--- config.mk ---
export PLATFORM = sky130hd
export DESIGN_NAME = pcrb_top
export DESIGN_NICKNAME = d
export VERILOG_FILES = /design/src/pkg/pcrb_pkg.sv /design/src/core/pcrb_strap_sync.sv /design/src/core/pcrb_top.sv
export SDC_FILE = /design/constraint.sdc
export NUM_CORES = 1
export LEC_CHECK = 0
export BUFFER_PORTS_ARGS = -buffer_cell sky130_fd_sc_hd__buf_2
export CELL_PAD_IN_SITES_DETAIL_PLACEMENT = 0
export CELL_PAD_IN_SITES_GLOBAL_PLACEMENT = 2
export CORE_ASPECT_RATIO = 1.4
export CORE_MARGIN = 3
export CORE_UTILIZATION = 32
export CTS_BUF_LIST = sky130_fd_sc_hd__clkbuf_4
export DETAILED_ROUTE_END_ITERATION = 8
export GPL_TIMING_DRIVEN = 0
export HOLD_SLACK_MARGIN = 0.02
export PLACE_DENSITY_LB_ADDON = 0.1
export RECOVER_POWER = 50
export SETUP_SLACK_MARGIN = 0.3
export SLEW_MARGIN = 20
export SYNTH_ARGS = -nofsm -noshare
export SYNTH_HDL_FRONTEND = slang
export SYNTH_SLANG_ARGS = --single-unit
--- constraint.sdc ---
create_clock -name core_clk_in -period 3.15 [get_ports core_clk_in]
set_clock_uncertainty 0.15 [all_clocks]
set_input_delay 0 -clock core_clk_in [delete_from_list [all_inputs] [get_ports core_clk_in]]
set_output_delay 0 -clock core_clk_in [all_outputs]
set_load 0.01 [all_outputs]
--- src/pkg/pcrb_pkg.sv ---
package pcrb_pkg;
   // register indices (64-bit registers, software index space)
   localparam logic [11:0] PCRB_MC_ADDR_IDX = 12'h000;
   localparam logic [11:0] PCRB_MC_TYPE_IDX = 12'h001;
   localparam logic [11:0] PCRB_MON_LINE_IDX = 12'h006;
   localparam logic [11:0] PCRB_CYC_IDX = 12'h010;
   localparam logic [11:0] PCRB_PLAT_IDX = 12'h017;
   localparam logic [11:0] PCRB_ICB_IDX = 12'h01b;
   localparam logic [11:0] PCRB_HPC_IDX = 12'h02a;
   // widths
   localparam int PCRB_AW = 12;
   localparam int PCRB_DW = 64;
   localparam int PCRB_HALF = 32;
   // model numbers that allow full-width counter writes
   localparam logic [3:0] PCRB_MODEL_FULL_A = 4'h3;
   localparam logic [3:0] PCRB_MODEL_FULL_B = 4'h4;
   // hard power-on config field positions
   localparam int PCRB_HPC_TRI_BIT = 0;
   localparam int PCRB_HPC_BUILTIN_SELF_TEST_BIT = 1;
   localparam logic [63:0] PCRB_HPC_RO_MASK = 64'h0000_0000_0000_0003;
   // reset values
   localparam logic [63:0] PCRB_ZERO64 = 64'h0000_0000_0000_0000;
   localparam logic [63:0] PCRB_ICB_RST = 64'h0000_0000_0000_0000;
   localparam logic [63:0] PCRB_HPC_RST = 64'h0000_0000_0000_0000;
   localparam logic [63:0] PCRB_MON_RST = 64'h0000_0000_0000_0000;
   // strap synchroniser depth
   localparam int PCRB_SYNC_DEPTH = 3;
endpackage
--- src/core/pcrb_strap_sync.sv ---
module pcrb_strap_sync
(
   // clock and reset
   input wire logic core_clk_in,
   input wire logic rst_n_in,
   // pin and synced level
   input wire logic pin_in,
   output logic level_out
);
   import pcrb_pkg::*;

   logic [PCRB_SYNC_DEPTH-1:0] sync_ff;
   logic [PCRB_SYNC_DEPTH-1:0] nxt_sync;
   logic level_ff;
   logic nxt_level;

   ////////////////////////////////////////////////////////////////////////
   // three stages; change counts once stages two and three agree
   always_comb
   begin
      nxt_sync = {sync_ff[PCRB_SYNC_DEPTH-2:0], pin_in};
      nxt_level = level_ff;
      if (sync_ff[1] == sync_ff[2])
      begin
         nxt_level = sync_ff[2];
      end
   end

   always_ff @(posedge core_clk_in)
   begin
      sync_ff <= nxt_sync;
      level_ff <= nxt_level;
   end

   assign level_out = level_ff;
endmodule

--- src/core/pcrb_top.sv ---
// Design decision made here: strobed register access.
module pcrb_top
#(
   parameter logic [3:0] MODEL = 4'h3,
   parameter logic [63:0] PLATFORM_ID_VAL = 64'h0000_0000_0000_0000
)
(
   // clock and reset
   input wire logic core_clk_in,
   input wire logic rst_n_in,
   // register port
   input wire logic [pcrb_pkg::PCRB_AW-1:0] reg_addr_in,
   input wire logic [pcrb_pkg::PCRB_DW-1:0] reg_wdata_in,
   input wire logic reg_wr_in,
   input wire logic reg_rd_in,
   output logic [pcrb_pkg::PCRB_DW-1:0] reg_rdata_out,
   output logic reg_err_out,
   // strap pins, active low
   input wire logic sys_mgmt_irq_strap_pin_n_in,
   input wire logic init_strap_pin_n_in,
   // state
   output logic [pcrb_pkg::PCRB_DW-1:0] cycle_count_out,
   output logic [pcrb_pkg::PCRB_DW-1:0] interrupt_ctrl_base_out,
   output logic [pcrb_pkg::PCRB_DW-1:0] hard_poweron_config_out
);
   import pcrb_pkg::*;

   ////////////////////////////////////////////////////////////////////////
   // strap synchronisers
   logic smi_lvl;
   logic init_lvl;

   pcrb_strap_sync u_sync_smi
   (
      .core_clk_in(core_clk_in),
      .rst_n_in(rst_n_in),
      .pin_in(sys_mgmt_irq_strap_pin_n_in),
      .level_out(smi_lvl)
   );

   pcrb_strap_sync u_sync_init
   (
      .core_clk_in(core_clk_in),
      .rst_n_in(rst_n_in),
      .pin_in(init_strap_pin_n_in),
      .level_out(init_lvl)
   );

   ////////////////////////////////////////////////////////////////////////
   // access decode
   function automatic logic hit(input logic [PCRB_AW-1:0] a,
                                input logic [PCRB_AW-1:0] idx);
      hit = (a == idx);
   endfunction

   // index names a modelled register
   function automatic logic mapped(input logic [PCRB_AW-1:0] a);
      mapped = hit(a, PCRB_CYC_IDX) ||
               hit(a, PCRB_PLAT_IDX) ||
               hit(a, PCRB_ICB_IDX) ||
               hit(a, PCRB_HPC_IDX) ||
               hit(a, PCRB_MON_LINE_IDX) ||
               hit(a, PCRB_MC_ADDR_IDX) ||
               hit(a, PCRB_MC_TYPE_IDX);
   endfunction

   // new value with the read-only bits of the old one kept
   function automatic logic [PCRB_DW-1:0] merge_ro(
      input logic [PCRB_DW-1:0] old_val,
      input logic [PCRB_DW-1:0] new_val,
      input logic [PCRB_DW-1:0] ro_mask);
      merge_ro = (new_val & ~ro_mask) | (old_val & ro_mask);
   endfunction

   // counter value left by a software write
   function automatic logic [PCRB_DW-1:0] cyc_wr_val(
      input logic full,
      input logic [PCRB_DW-1:0] d);
      if (full)
      begin
         cyc_wr_val = d;
      end
      else
      begin
         cyc_wr_val = {32'h0000_0000, d[PCRB_HALF-1:0]};
      end
   endfunction

   ////////////////////////////////////////////////////////////////////////
   // write strobes per register and bad index flag
   logic full_wr;
   logic wr_cyc;
   logic wr_icb;
   logic wr_hpc;
   logic wr_mon;
   logic acc_bad;

   assign full_wr = (MODEL == PCRB_MODEL_FULL_A) ||
                    (MODEL == PCRB_MODEL_FULL_B);
   assign wr_cyc = reg_wr_in && hit(reg_addr_in, PCRB_CYC_IDX);
   assign wr_icb = reg_wr_in && hit(reg_addr_in, PCRB_ICB_IDX);
   assign wr_hpc = reg_wr_in && hit(reg_addr_in, PCRB_HPC_IDX);
   assign wr_mon = reg_wr_in && hit(reg_addr_in, PCRB_MON_LINE_IDX);
   // writes to identity and machine-check indices are dropped
   assign acc_bad = (reg_wr_in || reg_rd_in) && !mapped(reg_addr_in);

   ////////////////////////////////////////////////////////////////////////
   // marks the first cycle after reset release
   logic in_rst_ff;
   logic nxt_in_rst;

   always_comb
   begin
      nxt_in_rst = 1'b0;
   end

   always_ff @(posedge core_clk_in)
   begin
      if (!rst_n_in)
      begin
         in_rst_ff <= 1'b1;
      end
      else
      begin
         in_rst_ff <= nxt_in_rst;
      end
   end

   ////////////////////////////////////////////////////////////////////////
   // free-running cycle counter; a write wins over the increment
   logic [63:0] cyc_ff;
   logic [63:0] nxt_cyc;

   always_comb
   begin
      nxt_cyc = cyc_ff + 64'h0000_0000_0000_0001;
      if (wr_cyc)
      begin
         nxt_cyc = cyc_wr_val(full_wr, reg_wdata_in);
      end
   end

   always_ff @(posedge core_clk_in)
   begin
      if (!rst_n_in)
      begin
         cyc_ff <= PCRB_ZERO64;
      end
      else
      begin
         cyc_ff <= nxt_cyc;
      end
   end

   ////////////////////////////////////////////////////////////////////////
   // interrupt controller base, plain read and write
   logic [63:0] icb_ff;
   logic [63:0] nxt_icb;

   always_comb
   begin
      nxt_icb = icb_ff;
      if (wr_icb)
      begin
         nxt_icb = reg_wdata_in;
      end
   end

   always_ff @(posedge core_clk_in)
   begin
      if (!rst_n_in)
      begin
         icb_ff <= PCRB_ICB_RST;
      end
      else
      begin
         icb_ff <= nxt_icb;
      end
   end

   ////////////////////////////////////////////////////////////////////////
   // monitor line size, plain read and write
   logic [63:0] mon_ff;
   logic [63:0] nxt_mon;

   always_comb
   begin
      nxt_mon = mon_ff;
      if (wr_mon)
      begin
         nxt_mon = reg_wdata_in;
      end
   end

   always_ff @(posedge core_clk_in)
   begin
      if (!rst_n_in)
      begin
         mon_ff <= PCRB_MON_RST;
      end
      else
      begin
         mon_ff <= nxt_mon;
      end
   end

   ////////////////////////////////////////////////////////////////////////
   // hard power-on config: strap bits read only, the rest writable
   logic [63:0] hpc_ff;
   logic [63:0] nxt_hpc;

   always_comb
   begin
      nxt_hpc = hpc_ff;
      // capture straps on the first cycle after reset release
      if (in_rst_ff)
      begin
         nxt_hpc[PCRB_HPC_TRI_BIT] = ~smi_lvl;
         nxt_hpc[PCRB_HPC_BUILTIN_SELF_TEST_BIT] = ~init_lvl;
      end
      if (wr_hpc)
      begin
         nxt_hpc = merge_ro(nxt_hpc, reg_wdata_in, PCRB_HPC_RO_MASK);
      end
   end

   always_ff @(posedge core_clk_in)
   begin
      if (!rst_n_in)
      begin
         hpc_ff <= PCRB_HPC_RST;
      end
      else
      begin
         hpc_ff <= nxt_hpc;
      end
   end

   ////////////////////////////////////////////////////////////////////////
   // read data, one cycle after the read strobe, zero otherwise
   logic [63:0] rdata_ff;
   logic [63:0] nxt_rdata;

   always_comb
   begin
      nxt_rdata = PCRB_ZERO64;
      if (reg_rd_in)
      begin
         unique case (1'b1)
            hit(reg_addr_in, PCRB_CYC_IDX): nxt_rdata = cyc_ff;
            hit(reg_addr_in, PCRB_PLAT_IDX):
               nxt_rdata = PLATFORM_ID_VAL;
            hit(reg_addr_in, PCRB_ICB_IDX): nxt_rdata = icb_ff;
            hit(reg_addr_in, PCRB_HPC_IDX): nxt_rdata = hpc_ff;
            hit(reg_addr_in, PCRB_MON_LINE_IDX): nxt_rdata = mon_ff;
            hit(reg_addr_in, PCRB_MC_ADDR_IDX): nxt_rdata = PCRB_ZERO64;
            hit(reg_addr_in, PCRB_MC_TYPE_IDX): nxt_rdata = PCRB_ZERO64;
            default: nxt_rdata = PCRB_ZERO64;
         endcase
      end
   end

   always_ff @(posedge core_clk_in)
   begin
      if (!rst_n_in)
      begin
         rdata_ff <= PCRB_ZERO64;
      end
      else
      begin
         rdata_ff <= nxt_rdata;
      end
   end

   ////////////////////////////////////////////////////////////////////////
   // one-cycle pulse after an access to an unmapped index
   logic err_ff;
   logic nxt_err;

   always_comb
   begin
      nxt_err = acc_bad;
   end

   always_ff @(posedge core_clk_in)
   begin
      if (!rst_n_in)
      begin
         err_ff <= 1'b0;
      end
      else
      begin
         err_ff <= nxt_err;
      end
   end

   assign reg_rdata_out = rdata_ff;
   assign reg_err_out = err_ff;
   assign cycle_count_out = cyc_ff;
   assign interrupt_ctrl_base_out = icb_ff;
   assign hard_poweron_config_out = hpc_ff;
endmodule

==> Yosys cells after proc, flatten, opt, wreduce, memory -nomap -nowiden <==
Cells that the tools add are included.
{ "word_totals": {"register_bits": 330, "in_bits": 82, "out_inout_bits": 257} }
{ "classes": {"addsub": 1, "eq_ne": 8, "muxes": 5, "bitwise": 3, "reduce_logical": 15} }
{ "ops": {"columns": ["op", "n"], "rows": [
  ["$pmux 64 s4", 1],
  ["$add 64x1->64 const B", 1],
  ["$mux 64", 1],
  ["$or 64x2->64", 1],
  ["$eq 12x5->1 const B", 3],
  ["$eq 12x1->1 const B", 1],
  ["$eq 12x3->1 const B", 1],
  ["$eq 12x6->1 const B", 1],
  ["$logic_not 12->1", 1],
  ["$logic_or 1x1->1", 7],
  ["$logic_and 1x1->1", 5],
  ["$mux 2", 2],
  ["$eq 1x1->1", 2],
  ["$not 1->1", 2],
  ["$reduce_and 2->1", 1],
  ["$logic_not 1->1", 1],
  ["$mux 1", 1]
]} }

==> Depth between registers and ports, before layout <==
{ "depth": {"ltp_word": 9, "ltp_mapped": 8} }

==> Hierarchy <==
Synthesis repeated with hierarchy kept, for this count alone.
{ "unflattened": {"cells_unflattened": 1633, "area_unflattened_um2": 13474.2} }
{ "by_module_without_submodules": {"columns": ["mod", "n_inst", "cells_per_inst", "area_each_um2", "seq_area_each_um2"], "rows": [
  ["pcrb_top", 1, 1623, 13276.5, 6446.2],
  ["pcrb_strap_sync", 2, 5, 98.8, 90.1]
]} }

==> Worst setup path before layout <==
OpenSTA, ideal clock, no wires.
{ "synth_path": {"path_type": "flip-flop to flip-flop", "start": "reg cyc_ff[0] (netlist: cycle_count_out[0])", "end": "reg cyc_ff[56] (netlist: cycle_count_out[56])", "setup_ps": 127, "arrival_ps": 2020, "setup_slack_ps": 853, "path_stages_with_launch": 8, "path_buffers": 1, "synth_period_minus_slack_ps": 2297, "path_cell_list": "dfxtp_1 ha_1 and3_1 buf_2 nand4_2 nor3_2 a211oi_1 or3_1"} }
{ "synth_via": {"elab_chain_cells": 2} }
{ "synth_rtl": {"columns": ["item", "line", "rtl"], "rows": [
  ["start, declared", "pcrb_top.sv:131", "logic [63:0] cyc_ff;"],
  ["start signal, assigned", "pcrb_top.sv:151", "cyc_ff <= nxt_cyc;"],
  ["$add 64x1->64", "pcrb_top.sv:136", "nxt_cyc = cyc_ff + 64'h0000_0000_0000_0001;"],
  ["$mux 64", "pcrb_top.sv:137", "if (wr_cyc)"]
]} }
No other way between the ends.
A chain may end at the register's enable or synchronous reset.

==> Worst setup path in the final report <==
{ "layout_path": {"start": "in reg_addr_in[1] (netlist name)", "end": "reg mon_ff[45]"} }
{ "layout_via": {"elab_chain_cells": 2} }
{ "layout_rtl": {"columns": ["item", "line", "rtl"], "rows": [
  ["start, declared", "pcrb_top.sv:12", "input wire logic [pcrb_pkg::PCRB_AW-1:0] reg_addr_in,"],
  ["$eq 12x3->1", "pcrb_top.sv:53", "hit = (a == idx);"],
  ["$logic_and 1x1->1", "pcrb_top.sv:103", "assign wr_mon = reg_wr_in && hit(reg_addr_in, PCRB_MON_LINE_IDX);"],
  ["end signal, assigned", "pcrb_top.sv:203", "mon_ff <= nxt_mon;"],
  ["end, declared", "pcrb_top.sv:183", "logic [63:0] mon_ff;"]
]} }
No other way between the ends.

==> impl_metrics.toml <==
[global_route]
grt_use_total_pct = 25.2
grt_busiest_layer = "met2"
first_global_vias = 15100
met3_usage_pct = 4.59
grt_overflow_total = 0
grt_pass1_wl_um = 89300
use_met1_pct = 28.1
grt_use_met2_pct = 47.8
grt_max_degree = 12
antenna_found_initial = 1

[floorplanning]
rows = 88
chipHeight_um = 250
core_um2 = 41600
initial_utilization_pct = 32.8
fp.dieW_um = 180
die_area_um2 = 45100
ios = 339

[run]
drv_cap = 0

[power]
power.total_mw = 8.44
pwr-share-comb_pct = 4.9
p_per_area_nw_per_um2 = 458
ir_worst_vdd_uv = 217
p_leak_nw = 6.13
cellInternalPower_mw = 6.36
switching_share_pct = 24.6
seqPwrFrac_pct = 49.9
clkPwrFrac_pct = 45.3
p_sw_mw = 2.08

[critical_path]
cp.required_ns = 3.71
criticalPathCategory = "in -> reg"
r2r-start = "cycle_count_out[0]"
crit_fanout = 10
cp-start-kind = "primary input"
startpoint = "reg_addr_in[1]"
critical_path_arrival_ns = 3.49
crit_path_end_kind = "flip-flop"

[clock_tree]
cts.sinks = 330
cts.clk_slew.worst_paths_ns = 0.07
clock_latency_ns = 0.78
cts_inserted_buffers = 87
cts-root-buf = "clkbuf_4"
tritoncts = "done"
cts_max_level = 3
ctsLongestPathBuffers = 3

[place]
placed_area_um2 = 16000
hpwlAfterDp_um = 42600
numPortBuffers = 337
place_congestion = 0.828

[drt]
vias = 14900
drtPass1Iterations = 6
ant_nets = 0
drt_iter0_markers = 853
viasPerCell = 5.22
wl_per_cell_um = 20.9
drcViolationCount = 0
wl_um = 59400

[synthesis]
synth_seq_area_share_pct = 48.6
synth_top_flop_cell = "dfxtp_1"
syn_area_per_cell_um2 = 8.23
netlist_area_um2 = 13600
synthArstFlopShare_pct = 0
syn_inst = 1657
ys_ff_latch = 330
synth_cell_types = 57
yosys_warnings = 0
synth_edf_count = 2
syn_nets = 1740

[finish]
finalNetCount = 2324
area_growth_pct = 35.1
final_layout_size_suffix_gt1_share_pct = 13.2
finalInstanceArea_um2 = 18400
fillers = 4542

[min_path]
min-delay-path-class = "in -> reg"
hold_start = "reg_wdata_in[62]"

[sta]
slew_headroom_pct = 27.7
fin_crit_sh_pct = 92.8
hold_ws_ns = 0.0988
setup_viol = 0
rsz0062_at_grt = "yes"
setup-tns-final_ns = 0
final-hold-violation-count = 0
fin_crit_ns = 2.92
worst_slew_pin_slew_ns = 1.08
slew_viol_final = 0
fmax_ghz = 0.342

[status]
outcome = "completed"
==> cell usage after synthesis (all sizes together), types with 4 or more instances <==
master / number / share of area [%]
clkbuf: 61 / 1.7
or3: 19 / 0.87
nand2: 420 / 12
inv: 7 / 0.19
nor3: 26 / 1.1
and3: 13 / 0.60
o21ai: 42 / 1.5
a211oi: 33 / 1.8
or4: 8 / 0.47
a21oi: 271 / 9.9
a31oi: 14 / 0.64
a311oi: 4 / 0.26
nor2: 37 / 1.1
nor4b: 4 / 0.35
nand3: 35 / 1.4
xor2: 18 / 1.2
nand4: 30 / 1.6
and2: 7 / 0.32
xnor2: 20 / 1.3
a22oi: 128 / 7.0
dfxtp: 328 / 48
and4: 13 / 0.84
o31ai: 6 / 0.33
nor4: 20 / 1.2
buf: 69 / 2.7
==> layout by cell type (no fill, tap or decap), types with 3 or more instances in the layout <==
cell type,n
nor4_1,14
dfxtp_1,328
xnor2_1,20
or3_1,19
a311oi_1,4
nand4_1,27
clkinv_1,17
nor2_1,36
a22oi_1,128
a31oi_1,14
nand2_1,420
nand3_1,31
clkbuf_4,137
nor4b_1,3
a21oi_1,271
o21ai_0,41
nand3_2,4
o31ai_1,6
xor2_1,18
a211oi_1,33
and4_1,12
buf_2,130
inv_1,7
dlygate4sd3_1,155
or4_1,7
and3_1,13
nor4_4,4
clkbuf_1,325
buf_6,6
and2_1,6
nor3_1,24
buf_4,4
==> metrics by stage <==
stage,instances,worst slack (ns),utilization [%]
6_report,2847,0.227,44.2
5_1_grt,2846,0.145,44.2
4_1_cts,2843,0.307,44.9
3_5_place_dp,2535,0.223,38.5
3_3_place_gp,2534,0.165,38.4
2_1_floorplan,1657,0.853,-
==> timing repair <==
action,CTS,global route
hold buffers,155,0
cloned,0,0
endpoints found under the setup margin,4,89
hold endpoints to repair,322,0
gates resized for setup,4,16
pin swaps,0,2
buffers inserted,0,2
==> logic make-up after synthesis <==
kind of cell             share of synthesized area (%)
AO/OA/AOI/OAI                                     22.5
adder cells (fa/ha/maj)                         0.0918
buffers and inverters                             4.58
flip-flops                                        48.6
AND/OR/NAND/NOR                                   21.7
XOR/XNOR                                          2.44
==> final cells by class <==
class	count	area [um^2]	share of cell area, %
timing repair buffer	495	2940	16.0
buffer	130	618	3.36
antenna	2	5.00	0.0272
inverter	7	26.3	0.143
multi-input combinational	1190	6430	34.9
clock inverter	21	106	0.578
tap	540	676	3.67
sequential	330	6630	36.0
clock buffer	132	991	5.38
==> critical path: stages <==
cell,delay (ns)
dlygate4sd3_1,0.53
buf_2,0.17
or4bb_4,0.54
nor4_1,0.36
dlygate4sd3_1,0.64
and2_0,0.15
buf_6,0.19
buf_6,0.17
nand2_1,0.06
dlygate4sd3_1,0.56
a21oi_1,0.11
==> power by group through the flow <==
stage	registers, mW	logic, mW	clock network (mW)
detailed placement	4.30	0.272	0
CTS	4.21	0.415	3.94
global placement	4.30	0.271	0
floorplan	4.30	0.0883	0
global route	4.21	0.443	4.14
finish	4.21	0.410	3.82
==> registers in the layout (all words and copies together) (netlist names), named ones only <==
name and count:
u_sync_smi.sync_ff 3, u_sync_init.level_out 1, u_sync_init.sync_ff 3, reg_rdata_out 64
mon_ff 64, reg_err_out 1, interrupt_ctrl_base_out 64, hard_poweron_config_out 62
cycle_count_out 64, u_sync_smi.level_out 1, in_rst_ff 1
==> final timing paths <==
path	slack [ns]	end	cells past startpoint
max	0.23	mon_ff[45]	11
min	0.1	cycle_count_out[62]	5
max reg2reg	0.40	cycle_count_out[62]	7
min reg2reg	0.18	u_sync_smi.sync_ff[1]	0
==> metal layers <==
| layer | share of wire, % | up-vias | wire, um |
|---|---|---|---|
| met5 | 0 | - | 0 |
| met4 | 2.6 | 0 | 1570 |
| met3 | 5.5 | 109 | 3270 |
| met2 | 53 | 531 | 31400 |
| met1 | 39 | 7099 | 23100 |
| li1 | - | 7118 | - |
No activity file was read; power rests on OpenSTA's default activity.
